$ cat src/rtl/wesi_map.svh
/*
  Offsets, field positions, reset values and timing figures of the
  wake event status and indicator block.
  Assumes a 100 MHz core clock and an 8-bit host byte address.
*/
`ifndef WESI_MAP_SVH
`define WESI_MAP_SVH

// register offset on the host bus
`define WESI_PEC_OFFSET 8'h84

// field positions inside power_event_control
`define WESI_READY_BIT 0
`define WESI_OUT_EN_BIT 1
`define WESI_POL_BIT 2
`define WESI_PULSE_BIT 3
`define WESI_CAUSE_LO 4
`define WESI_CAUSE_HI 5

// reset values
`define WESI_CAUSE_RST 2'h0
`define WESI_CTRL_RST 1'h0

// timing
`define WESI_CLK_MHZ 100
`define WESI_PULSE_MS 50
`define WESI_PULSE_CYCLES (`WESI_PULSE_MS * 1000 * `WESI_CLK_MHZ)
`define WESI_STABLE_US 1
`define WESI_STABLE_CYCLES (`WESI_STABLE_US * `WESI_CLK_MHZ)

`endif

$ cat src/rtl/wesi_pkg.sv
/*
  Types shared by the wake event status and indicator block.
  Assumes wesi_map.svh is on the include path.
*/
package wesi_pkg;
  // power state encoding, driven by the neighbouring mode logic
  typedef enum logic [1:0] {
    WESI_FULL_POWER = 2'h0,
    WESI_FRAME_WAKE = 2'h1,
    WESI_ENERGY_WAKE = 2'h2,
    WESI_STATE_RSVD = 2'h3
  } wesi_power_e;

  // wake cause codes as read by the host
  typedef logic [1:0] wesi_cause_t;
  localparam wesi_cause_t WESI_CAUSE_NONE = 2'h0;
  localparam wesi_cause_t WESI_CAUSE_ENERGY = 2'h1;
  localparam wesi_cause_t WESI_CAUSE_FRAME = 2'h2;
  localparam wesi_cause_t WESI_CAUSE_MULTI = 2'h3;

  // readiness sequencing
  typedef enum {
    WESI_ASLEEP,
    WESI_SETTLING,
    WESI_READY
  } wesi_ready_e;
endpackage

$ cat src/rtl/wesi_power_event.sv
/*
  Wake event status, power event pin and ready flag: the low half of
  power_event_control, reached over the SRAM-like host bus.
  Assumes synchronous active-low host strobes, one host, and that the
  power state, wake enables and pin buffer kind come from neighbouring
  logic holding the upper half of the register.
*/
// Operation
// - wake cause reads 00 none, 01 energy, 10 frame, 11 multiple.
// - writing 1 to a cause bit clears it; writing 0 keeps it.
// - cause bits clear only at full power with ready set.
// - a cause bit stays set while its event source is pending.
// - pulse mode drives the event pin active for 50 ms per event.
// - static mode holds the event pin active from detection on.
// - event pin drops when causes or the matching enable clear.
// - push-pull pin is active high when polarity 1, low when 0.
// - open-drain pin ignores polarity and is always active low.
// - event pin is driven only while the output enable is set.
// - output enable has no effect on the power event interrupt.
// - read-only ready flag sets once stable after power-up or wake.
// - this register reads correctly in every power state.
// - power state 00 full, 01 frame wake, 10 energy wake, 11 reserved.
// - an enabled lan wake raises the interrupt regardless of pin enable.
// - in reduced power a byte-test write wakes the device.
`timescale 1ns/10ps
`include "wesi_map.svh"
module wesi_power_event
  import wesi_pkg::*;
#(
  parameter int ADDR_W = 8,
  parameter int PULSE_CYCLES = `WESI_PULSE_CYCLES,
  parameter int STABLE_CYCLES = `WESI_STABLE_CYCLES,
  parameter logic [7:0] BYTE_TEST_ADDR = 8'h00
) (
  // clock and reset
  input wire logic core_clk,
  input wire logic reset,
  // host bus
  input wire logic hostCs_n,
  input wire logic hostRd_n,
  input wire logic hostWr_n,
  input wire logic [ADDR_W-1:0] hostAddr,
  input wire logic [31:0] hostWrData,
  output logic [31:0] hostRdData,
  // neighbouring control fields
  input wire logic [1:0] powerStateSelect,
  input wire logic lanWakeEnable,
  input wire logic energyWakeEnable,
  input wire logic eventOutputBufferKind,
  // wake event sources
  input wire logic energyEvent,
  input wire logic lanWakeEvent,
  input wire logic energyPending,
  input wire logic lanWakePending,
  // event pin and interrupt
  output logic powerEventOutput,
  output logic powerEventOutputOe,
  output logic powerEventInterrupt,
  // wake request to the power state logic
  output logic wakeRequest
);
  localparam int PULSE_W = $clog2(PULSE_CYCLES + 1);
  localparam int STABLE_W = $clog2(STABLE_CYCLES + 1);

  // refused at elaboration: byte decode and counters assume these
  if (ADDR_W != 8) begin
    $error("wesi_power_event: ADDR_W must be 8");
  end
  if (PULSE_CYCLES < 1 || STABLE_CYCLES < 1) begin
    $error("wesi_power_event: cycle counts must be at least 1");
  end

  function automatic logic hits(input logic [ADDR_W-1:0] addr, input logic [7:0] target);
    hits = (addr == target);
  endfunction

  // host access decode
  logic hostRead;
  logic hostWrite;
  logic pecRead;
  logic pecWrite;
  assign hostRead = !hostCs_n && !hostRd_n;
  assign hostWrite = !hostCs_n && !hostWr_n;
  assign pecRead = hostRead && hits(hostAddr, `WESI_PEC_OFFSET);
  assign pecWrite = hostWrite && hits(hostAddr, `WESI_PEC_OFFSET);

  // ready sequencing
  wesi_ready_e readyState;
  wesi_ready_e next_readyState;
  logic [STABLE_W-1:0] settleCount;
  logic [STABLE_W-1:0] next_settleCount;
  logic ready;
  logic fullPower;
  assign fullPower = (wesi_power_e'(powerStateSelect) == WESI_FULL_POWER);
  assign ready = (readyState == WESI_READY);

  always_comb begin
    next_readyState = readyState;
    next_settleCount = settleCount;
    unique case (readyState)
      WESI_ASLEEP: begin
        if (fullPower) begin
          next_readyState = WESI_SETTLING;
          next_settleCount = STABLE_W'(STABLE_CYCLES);
        end
      end
      WESI_SETTLING: begin
        if (!fullPower) begin
          next_readyState = WESI_ASLEEP;
        end else if (settleCount <= STABLE_W'(1)) begin
          next_readyState = WESI_READY;
          next_settleCount = '0;
        end else begin
          next_settleCount = settleCount - STABLE_W'(1);
        end
      end
      WESI_READY: begin
        if (!fullPower) begin
          next_readyState = WESI_ASLEEP;
        end
      end
    endcase
  end

  always_ff @(posedge core_clk) begin
    if (reset) begin
      readyState <= WESI_SETTLING;
      settleCount <= STABLE_W'(STABLE_CYCLES);
    end else begin
      readyState <= next_readyState;
      settleCount <= next_settleCount;
    end
  end

  // software controls and wake cause
  logic pulseSelect;
  logic polarity;
  logic outEnable;
  wesi_cause_t wakeCause;
  logic next_pulseSelect;
  logic next_polarity;
  logic next_outEnable;
  wesi_cause_t next_wakeCause;
  wesi_cause_t newCause;
  wesi_cause_t clearMask;
  wesi_cause_t holdMask;
  logic wakeDetect;

  // bit 0 tracks energy, bit 1 tracks frame, both set reads as multiple
  assign newCause = {lanWakeEvent && lanWakeEnable, energyEvent && energyWakeEnable};
  assign holdMask = {lanWakePending, energyPending};
  assign wakeDetect = (newCause != WESI_CAUSE_NONE);

  always_comb begin
    next_pulseSelect = pulseSelect;
    next_polarity = polarity;
    next_outEnable = outEnable;
    clearMask = WESI_CAUSE_NONE;
    if (pecWrite) begin
      next_pulseSelect = hostWrData[`WESI_PULSE_BIT];
      next_polarity = hostWrData[`WESI_POL_BIT];
      next_outEnable = hostWrData[`WESI_OUT_EN_BIT];
      if (ready) begin
        clearMask = hostWrData[`WESI_CAUSE_HI:`WESI_CAUSE_LO];
      end
    end
    // pending sources block clearing; new events win over the clear
    // one bit per type, so a second event of the other type ORs up to 11
    // and a clear of the other bit is not lost to it
    next_wakeCause = (wakeCause & ~(clearMask & ~holdMask)) | newCause;
  end

  always_ff @(posedge core_clk) begin
    if (reset) begin
      pulseSelect <= `WESI_CTRL_RST;
      polarity <= `WESI_CTRL_RST;
      outEnable <= `WESI_CTRL_RST;
      wakeCause <= `WESI_CAUSE_RST;
    end else begin
      pulseSelect <= next_pulseSelect;
      polarity <= next_polarity;
      outEnable <= next_outEnable;
      wakeCause <= next_wakeCause;
    end
  end

  // pulse timing
  logic pulseBusy;
  logic causeLive;
  assign causeLive = (wakeCause[0] && energyWakeEnable) || (wakeCause[1] && lanWakeEnable);

  wesi_pulse_timer #(
    .WIDTH(PULSE_W),
    .COUNT(PULSE_CYCLES)
  ) pulseTimer (
    .core_clk(core_clk),
    .reset(reset),
    .start(wakeDetect),
    .abort(!causeLive),
    .busy(pulseBusy)
  );

  // pin and interrupt generation
  logic eventActive;
  logic next_pinOut;
  logic next_pinOe;
  logic next_interrupt;
  logic next_wakeRequest;
  logic [31:0] next_rdData;

  always_comb begin
    // pulse mode ends after the timer, static mode holds with the cause
    eventActive = causeLive && (pulseSelect ? pulseBusy : 1'b1);
    if (!eventOutputBufferKind) begin
      // open-drain: pull low when active, release otherwise
      next_pinOut = 1'b0;
      next_pinOe = outEnable && eventActive;
    end else begin
      next_pinOut = polarity ? eventActive : !eventActive;
      next_pinOe = outEnable;
    end
    next_interrupt = causeLive;
    next_wakeRequest = !fullPower && hostWrite && hits(hostAddr, BYTE_TEST_ADDR);
    next_rdData = 32'h0;
    // decode ignores the power state so reads work while asleep
    if (pecRead) begin
      next_rdData[`WESI_CAUSE_HI:`WESI_CAUSE_LO] = wakeCause;
      next_rdData[`WESI_PULSE_BIT] = pulseSelect;
      next_rdData[`WESI_POL_BIT] = polarity;
      next_rdData[`WESI_OUT_EN_BIT] = outEnable;
      next_rdData[`WESI_READY_BIT] = ready;
    end
  end

  always_ff @(posedge core_clk) begin
    if (reset) begin
      powerEventOutput <= 1'b0;
      powerEventOutputOe <= 1'b0;
      powerEventInterrupt <= 1'b0;
      wakeRequest <= 1'b0;
      hostRdData <= 32'h0;
    end else begin
      powerEventOutput <= next_pinOut;
      powerEventOutputOe <= next_pinOe;
      powerEventInterrupt <= next_interrupt;
      wakeRequest <= next_wakeRequest;
      hostRdData <= next_rdData;
    end
  end
endmodule

$ cat src/rtl/wesi_pulse_timer.sv
/*
  Retriggerable one-shot timer: busy for COUNT cycles after start.
  Assumes start and abort are synchronous single-cycle or level inputs.
*/
`timescale 1ns/10ps
module wesi_pulse_timer
  import wesi_pkg::*;
#(
  parameter int WIDTH = 23,
  parameter int COUNT = 5000000
) (
  // clock and reset
  input wire logic core_clk,
  input wire logic reset,
  // control
  input wire logic start,
  input wire logic abort,
  // status
  output logic busy
);
  // refused at elaboration: a count the counter cannot hold
  if (COUNT < 1 || COUNT >= (64'h1 << WIDTH)) begin
    $error("wesi_pulse_timer: COUNT does not fit WIDTH");
  end

  logic [WIDTH-1:0] remaining;
  logic [WIDTH-1:0] next_remaining;

  always_comb begin
    next_remaining = remaining;
    if (start) begin
      // restart wins so that a fresh event always gets a full pulse
      next_remaining = WIDTH'(COUNT);
    end else if (abort) begin
      next_remaining = '0;
    end else if (remaining != '0) begin
      next_remaining = remaining - WIDTH'(1);
    end
  end

  always_ff @(posedge core_clk) begin
    if (reset) begin
      remaining <= '0;
    end else begin
      remaining <= next_remaining;
    end
  end

  assign busy = (remaining != '0);
endmodule

$ cat config.mk
export PLATFORM = sky130hd
export DESIGN_NAME = wesi_power_event
export DESIGN_NICKNAME = d
export VERILOG_FILES = /design/src/rtl/wesi_pkg.sv /design/src/rtl/wesi_power_event.sv /design/src/rtl/wesi_pulse_timer.sv
export VERILOG_INCLUDE_DIRS = /design/src /design/src/rtl
export SDC_FILE = /design/constraint.sdc
export NUM_CORES = 1
export LEC_CHECK = 0
export ABC_AREA = 1
export CORE_MARGIN = 4
export CORE_UTILIZATION = 50
export DETAILED_ROUTE_END_ITERATION = 8
export DONT_BUFFER_PORTS = 1
export GPL_TIMING_DRIVEN = 1
export SETUP_SLACK_MARGIN = 0.2
export SLEW_MARGIN = 10
export SYNTH_ARGS = -nofsm -noshare
export SYNTH_HDL_FRONTEND = slang
export SYNTH_SLANG_ARGS = --single-unit
export TNS_END_PERCENT = 1
$ cat constraint.sdc
create_clock -name core_clk -period 4.2 [get_ports core_clk]
set_clock_uncertainty 0.1 [all_clocks]
set_input_delay 0.84 -clock core_clk [delete_from_list [all_inputs] [get_ports core_clk]]
set_output_delay 0.84 -clock core_clk [all_outputs]
set_load 0.05 [all_outputs]
==> results of run 1 <==
power breakdown:
group,leakage (µW),total (µW),switching (µW),internal (µW)
Combinational,0.000843,298,209,88.7
Clock,0.0000454,290,170,120
Sequential,0.000383,491,24.1,467
Total,0.00127,1080,404,675
metrics by stage:
step	util (%)	cell area (µm²)	hold WS [ns]
after global routing	53.7	2810	0.386
after CTS	53.7	2810	0.370
after global placement	52.0	2720	0.354
final	53.7	2810	0.375
after floorplan	-	2850	0.331
after detailed placement	52.0	2720	0.355
layout by cell type, fill, tap and decap left out, types with 6 or more instances in the layout:
| cell type | instances |
|---|---|
| o21ai_0 | 12 |
| nand4_1 | 6 |
| nor3_1 | 6 |
| nor2_1 | 53 |
| a21oi_1 | 22 |
| nand2_2 | 6 |
| nor2_2 | 10 |
| nand2_1 | 79 |
| conb_1 | 26 |
| inv_1 | 40 |
| dfxtp_1 | 47 |
| ha_1 | 7 |
| nand3_1 | 28 |
worst max path at each step:
stage	from	to	slack, ns	depth (start not counted)
after floorplan	hostAddr[1]	wakeCause[1]	2.40	6
after global placement	powerStateSelect[1]	readyState[1]	2.18	6
after detailed placement	powerStateSelect[1]	readyState[1]	2.16	6
after CTS	hostRdData[5]	hostRdData[5]	2.29	0
after global routing	readyState[0]	settleCount[1]	2.19	7
final	hostRdData[5]	hostRdData[5]	2.30	0
cell families (layout without fill, tap and decap cells):
logic type                 after synthesis  after routing
DFF                                     47             47
buffers and inverters                   74             53
adders and majority gates                7              7
AOI/OAI and AO/OA                       43             43
other                                    1             26
and+or+nand+nor                        207            207
xor gates and xnor gates                10             10
state kept, by name (all words and copies together), names as in the netlist:
| signal | count |
|---|---|
| hostRdData | 6 |
| outEnable | 1 |
| polarity | 1 |
| powerEventInterrupt | 1 |
| powerEventOutput | 1 |
| powerEventOutputOe | 1 |
| pulseSelect | 1 |
| pulseTimer.remaining | 23 |
| readyState | 2 |
| settleCount | 7 |
| wakeCause | 2 |
| wakeRequest | 1 |
per-layer routing:
layer | share of wire, % | wire length, µm | GRT usage, % | up-vias
li1 | - | - | - | 1185
met1 | 46 | 2560 | 22.8 | 1005
met2 | 47 | 2630 | 30.4 | 56
met3 | 5.7 | 320 | 3.80 | 8
met4 | 1.3 | 70 | 5.81 | 0
met5 | 0 | 0 | 0 | -
area by class of cell:
class | instances | share of cell area (%)
clock buffer | 6 | 2.58
clock inverter | 2 | 0.623
inverter | 45 | 6.01
multi-input combinational | 293 | 54.2
sequential | 47 | 33.5
tap | 70 | 3.12
==> flow_metrics.env, run 1 <==
export IMPL_outcome="finished, final reports clean"
export IMPL_worstPathRequired_ns=3.26
export IMPL_timing_rr_end="settleCount[1]"
export IMPL_drt_vias_per_instance=4.87
export IMPL_crit_path_start_kind="register"
export IMPL_clk_path_buf_depth=2
export IMPL_grt_pass1_wl_um=9440
export IMPL_dp_hpwl_um=4270
export IMPL_grt_total_usage_pct=18.0
export IMPL_gp_congestion=0.872
export IMPL_setup_violations=0
export IMPL_synth_seq_cells=47
export IMPL_dp_cells=455
export IMPL_area_delta_synth_final_pct=2.09
export IMPL_yosys_area_top_type="dfxtp_1"
export IMPL_r2r_cells=7
export IMPL_max_freq_mhz=527
export IMPL_ys_flop_type="dfxtp_1"
export IMPL_drc_errors=0
export IMPL_final_cells=463
export IMPL_synthMuxAreaShare_pct=0
export IMPL_yosys_area_top_type_share_pct=34.2
export IMPL_initial_core_util_pct=52.6
export IMPL_maxCapViolCount=0
export IMPL_crit_arrival_ns=0.96
export IMPL_post_cts_resized=0
export IMPL_finalHoldViolCount=0
export IMPL_synthAdderAreaFrac_pct=3.18
export IMPL_drv_slew=0
export IMPL_clock_sinks=47
export IMPL_via_count=2254
export IMPL_synth_edf_count=0
export IMPL_wire_per_inst_um=12.0
export IMPL_hp_class="reg2reg"
export IMPL_max_slew_worst_pin_slew_ns=0.511
export IMPL_ant_nets=0
export IMPL_fp_dieH_um=82.2
export IMPL_regArea_um2=941
export IMPL_multiInputGateArea_um2=1520
export IMPL_setup_tns_ns=0
export IMPL_crit_fanout=1
export IMPL_ys_seq_area_share_pct=34.2
export IMPL_netlist_area_um2=2750
export IMPL_crit_type="reg2out"
export IMPL_p_leak_uw=0.00127
export IMPL_synthTopCellsByArea="dfxtp_1 (34%), nand2_1 (11%), nor2_1 (7.2%), buf_4 (7.1%), inv_1 (5.5%)"
export IMPL_nNetsFinal=453
export IMPL_synth_most_common_cell="nand2_1"
export IMPL_avgSynthCellArea_um2=7.08
export IMPL_portBuffers=0
export IMPL_row_count=26
export IMPL_numCtsBuffers=5
export IMPL_grt_max_degree=21
export IMPL_synth_top_family_by_area="simple AND/OR/NAND/NOR gates"
export IMPL_rsz0062_at_grt="no"
export IMPL_insertion_delay_ns=0.31
export IMPL_htree_levels=2
export IMPL_coreArea_um2=5240
export IMPL_firstDrtPassIters=5
export IMPL_timing_rr_start="readyState[1]"
export IMPL_fin_crit_ns=1.90
export IMPL_syn_inst=389
export IMPL_hold_path_depth=2
export IMPL_drtIter0Drc=105
export IMPL_root_buffer="clkbuf_8"
export IMPL_wl_um=5580
export IMPL_cts_hold_buffers=0
export IMPL_layout_drive_gt1_share_pct=10.9
export IMPL_post_cts_setup_buffer_count=0
export IMPL_fillers=538
export IMPL_max_slew_margin_pct=65.7
export IMPL_end_kind="primary output"
export IMPL_die_w_um=82.2
export IMPL_total_power_uw=1080
export IMPL_yosys_area_share_simple_pct=36.0
export IMPL_worst_slack_ns=2.30
export IMPL_async_flop_share_pct=0
export IMPL_io_pins=90
export IMPL_synth_top_cells_by_count="nand2_1 (79), nor2_1 (53), dfxtp_1 (47), inv_1 (40), nand3_1 (28)"
export IMPL_n_antenna_cell=0
export IMPL_path_clk_slew_ns=0.10
export IMPL_tritoncts="built"
export IMPL_hold_end="wakeCause[0]"
export IMPL_hold_start="wakeCause[0]"
export IMPL_fin_crit_sh_pct=45.1
export IMPL_synth_warnings=0
export IMPL_antenna_found_initial=0
export IMPL_reg2reg_slack_ns=2.46
export IMPL_synth_compound_area_share_pct=9.45
export IMPL_dieArea_um2=6760
export IMPL_grt_pass1_vias=2107
export IMPL_overflow=0
export IMPL_vdd_drop_max_uv=183
export IMPL_synth_xor_xnor_area_share_pct=3.18
export IMPL_synthDistinctLibCells=39
export IMPL_power_density_nw_per_um2=384
export IMPL_pre_cts_ws_ns=2.16
No activity file was read; power rests on OpenSTA's default activity.
==> inputs of run 2 (changes only) <==
Clock period 4.2 ns to 1.92 ns, I/O delays scaled along.
==> flow_metrics.env, run 2 (synthesis gave the netlist of run 1 again) <==
export IMPL_outcome="finished, final reports clean"
export IMPL_drv_slew=0
export IMPL_reg2reg_slack_ns=0.29
export IMPL_max_slew_worst_pin_slew_ns=0.501
export IMPL_row_count=26
export IMPL_gr_max_usage_layer="met2"
export IMPL_hold_path_depth=1
export IMPL_placed_area_um2=2740
export IMPL_r2r_cells=9
export IMPL_vdd_drop_max_uv=443
export IMPL_fin_crit_ns=1.63
export IMPL_use_met1_pct=21.1
export IMPL_gp_congestion=0.859
export IMPL_power_density_nw_per_um2=829
export IMPL_coreArea_um2=5240
export IMPL_end_kind="register"
export IMPL_htree_levels=2
export IMPL_met3_usage_pct=3.69
export IMPL_clock_sinks=47
export IMPL_hold_start="reset"
export IMPL_top_register="pulseTimer.remaining"
export IMPL_final_cell_mix="nand2_1 (79), nor2_1 (52), dfxtp_1 (46)"
export IMPL_cts_hold_buffers=0
export IMPL_via_count=2242
export IMPL_holdWs_ns=0.0472
export IMPL_die_w_um=82.2
export IMPL_post_cts_resized=0
export IMPL_n_antenna_cell=0
export IMPL_hp_class="in2reg"
export IMPL_layout_drive_gt1_share_pct=12.4
export IMPL_drt_vias_per_instance=4.82
export IMPL_drtIter0Drc=102
export IMPL_antenna_found_initial=0
export IMPL_path_clk_slew_ns=0.09
export IMPL_drc_errors=0
export IMPL_grt_pass1_vias=2180
export IMPL_wl_um=5560
export IMPL_crit_arrival_ns=1.73
export IMPL_overflow=0
export IMPL_grt_pass1_wl_um=9450
export IMPL_timing_rr_end="pulseTimer.remaining[11]"
export IMPL_dieArea_um2=6760
export IMPL_grt_total_usage_pct=17.6
export IMPL_crit_path_start_kind="register"
export IMPL_max_freq_mhz=612
export IMPL_area_delta_synth_final_pct=2.95
export IMPL_root_buffer="clkbuf_8"
export IMPL_tritoncts="built"
export IMPL_finalInstanceArea_um2=2840
export IMPL_clk_path_buf_depth=2
export IMPL_largest_register_ffs=23
export IMPL_ant_nets=0
export IMPL_numCtsBuffers=5
export IMPL_initial_core_util_pct=52.6
export IMPL_dp_hpwl_um=4350
export IMPL_timing_rr_start="pulseTimer.remaining[0]"
export IMPL_fp_dieH_um=82.2
export IMPL_nNetsFinal=455
export IMPL_max_slew_margin_pct=66.5
export IMPL_layout_commonest_cell="nand2_1"
export IMPL_hold_end="pulseTimer.remaining[18]"
export IMPL_post_cts_setup_buffer_count=0
export IMPL_p_leak_uw=0.00129
export IMPL_wire_per_inst_um=12.0
export IMPL_firstDrtPassIters=4
export IMPL_crit_type="reg2reg"
export IMPL_grt_max_degree=21
export IMPL_maxCapViolCount=0
export IMPL_crit_fanout=8
export IMPL_io_pins=90
export IMPL_setup_tns_ns=0
export IMPL_finalHoldViolCount=0
export IMPL_insertion_delay_ns=0.29
export IMPL_portBuffers=0
export IMPL_met2_usage_pct=32.1
export IMPL_worstPathRequired_ns=2.02
export IMPL_fin_crit_sh_pct=85.0
export IMPL_reg_top3="pulseTimer.remaining (23), settleCount (7), hostRdData (6)"
export IMPL_setup_violations=0
export IMPL_rsz0062_at_grt="yes"
run 2: layout make-up:
cell class              instances  area (µm²)
clock buffers                   5        68.8
clock inverters                 3        22.5
fillers                       517        2400
inverters                      45         169
multi-input cells             293        1530
flip-flops and latches         47         942
well taps                      70        87.6
repair buffers                  2        15.0
run 2: how the worst max path moves through the flow:
| stage | start | to | slack (ns) | cells after the start |
|---|---|---|---|---|
| final | pulseTimer.remaining[0] | pulseTimer.remaining[11] | 0.29 | 9 |
| after global routing | pulseTimer.remaining[0] | pulseTimer.remaining[16] | 0.13 | 8 |
| after CTS | pulseTimer.remaining[0] | pulseTimer.remaining[19] | 0.25 | 9 |
| after detailed placement | pulseTimer.remaining[0] | pulseTimer.remaining[11] | 0.27 | 9 |
| after global placement | pulseTimer.remaining[0] | pulseTimer.remaining[22] | 0.26 | 9 |
| after floorplan | pulseTimer.remaining[0] | pulseTimer.remaining[11] | 0.44 | 9 |
run 2: metal layers:
metal | share of wire (%) | wire length (µm) | up-vias
met5 | 0 | 0 | -
met4 | 0.34 | 19 | 0
met3 | 5.6 | 313 | 2
met2 | 49 | 2740 | 51
met1 | 45 | 2490 | 998
li1 | - | - | 1191
run 2: where the power goes:
part,total (µW),switching (µW),leakage (µW),internal [µW]
clock network,613,352,0.0000485,261
registers,1070,52.5,0.000384,1020
logic,664,465,0.000854,199
run 2: worst max-delay path, cell delays in order (launching register included):
cell and delay (ns):
dfxtp_2 0.36, inv_1 0.13, ha_1 0.20, nand2_1 0.09
nor2_2 0.15, nand3_4 0.16, nand2_1 0.11, inv_2 0.07
a21oi_2 0.11, nor2_1 0.05
run 2: metrics by stage:
stage	std cells	setup slack [ns]	utilization (%)	power, µW
6_report	465	0.287	54.1	2350
5_1_grt	465	0.132	54.1	2500
4_1_cts	465	0.246	54.0	2370
3_5_place_dp	457	0.267	52.2	1750
3_3_place_gp	457	0.264	52.2	1750
2_1_floorplan	414	0.440	-	1690
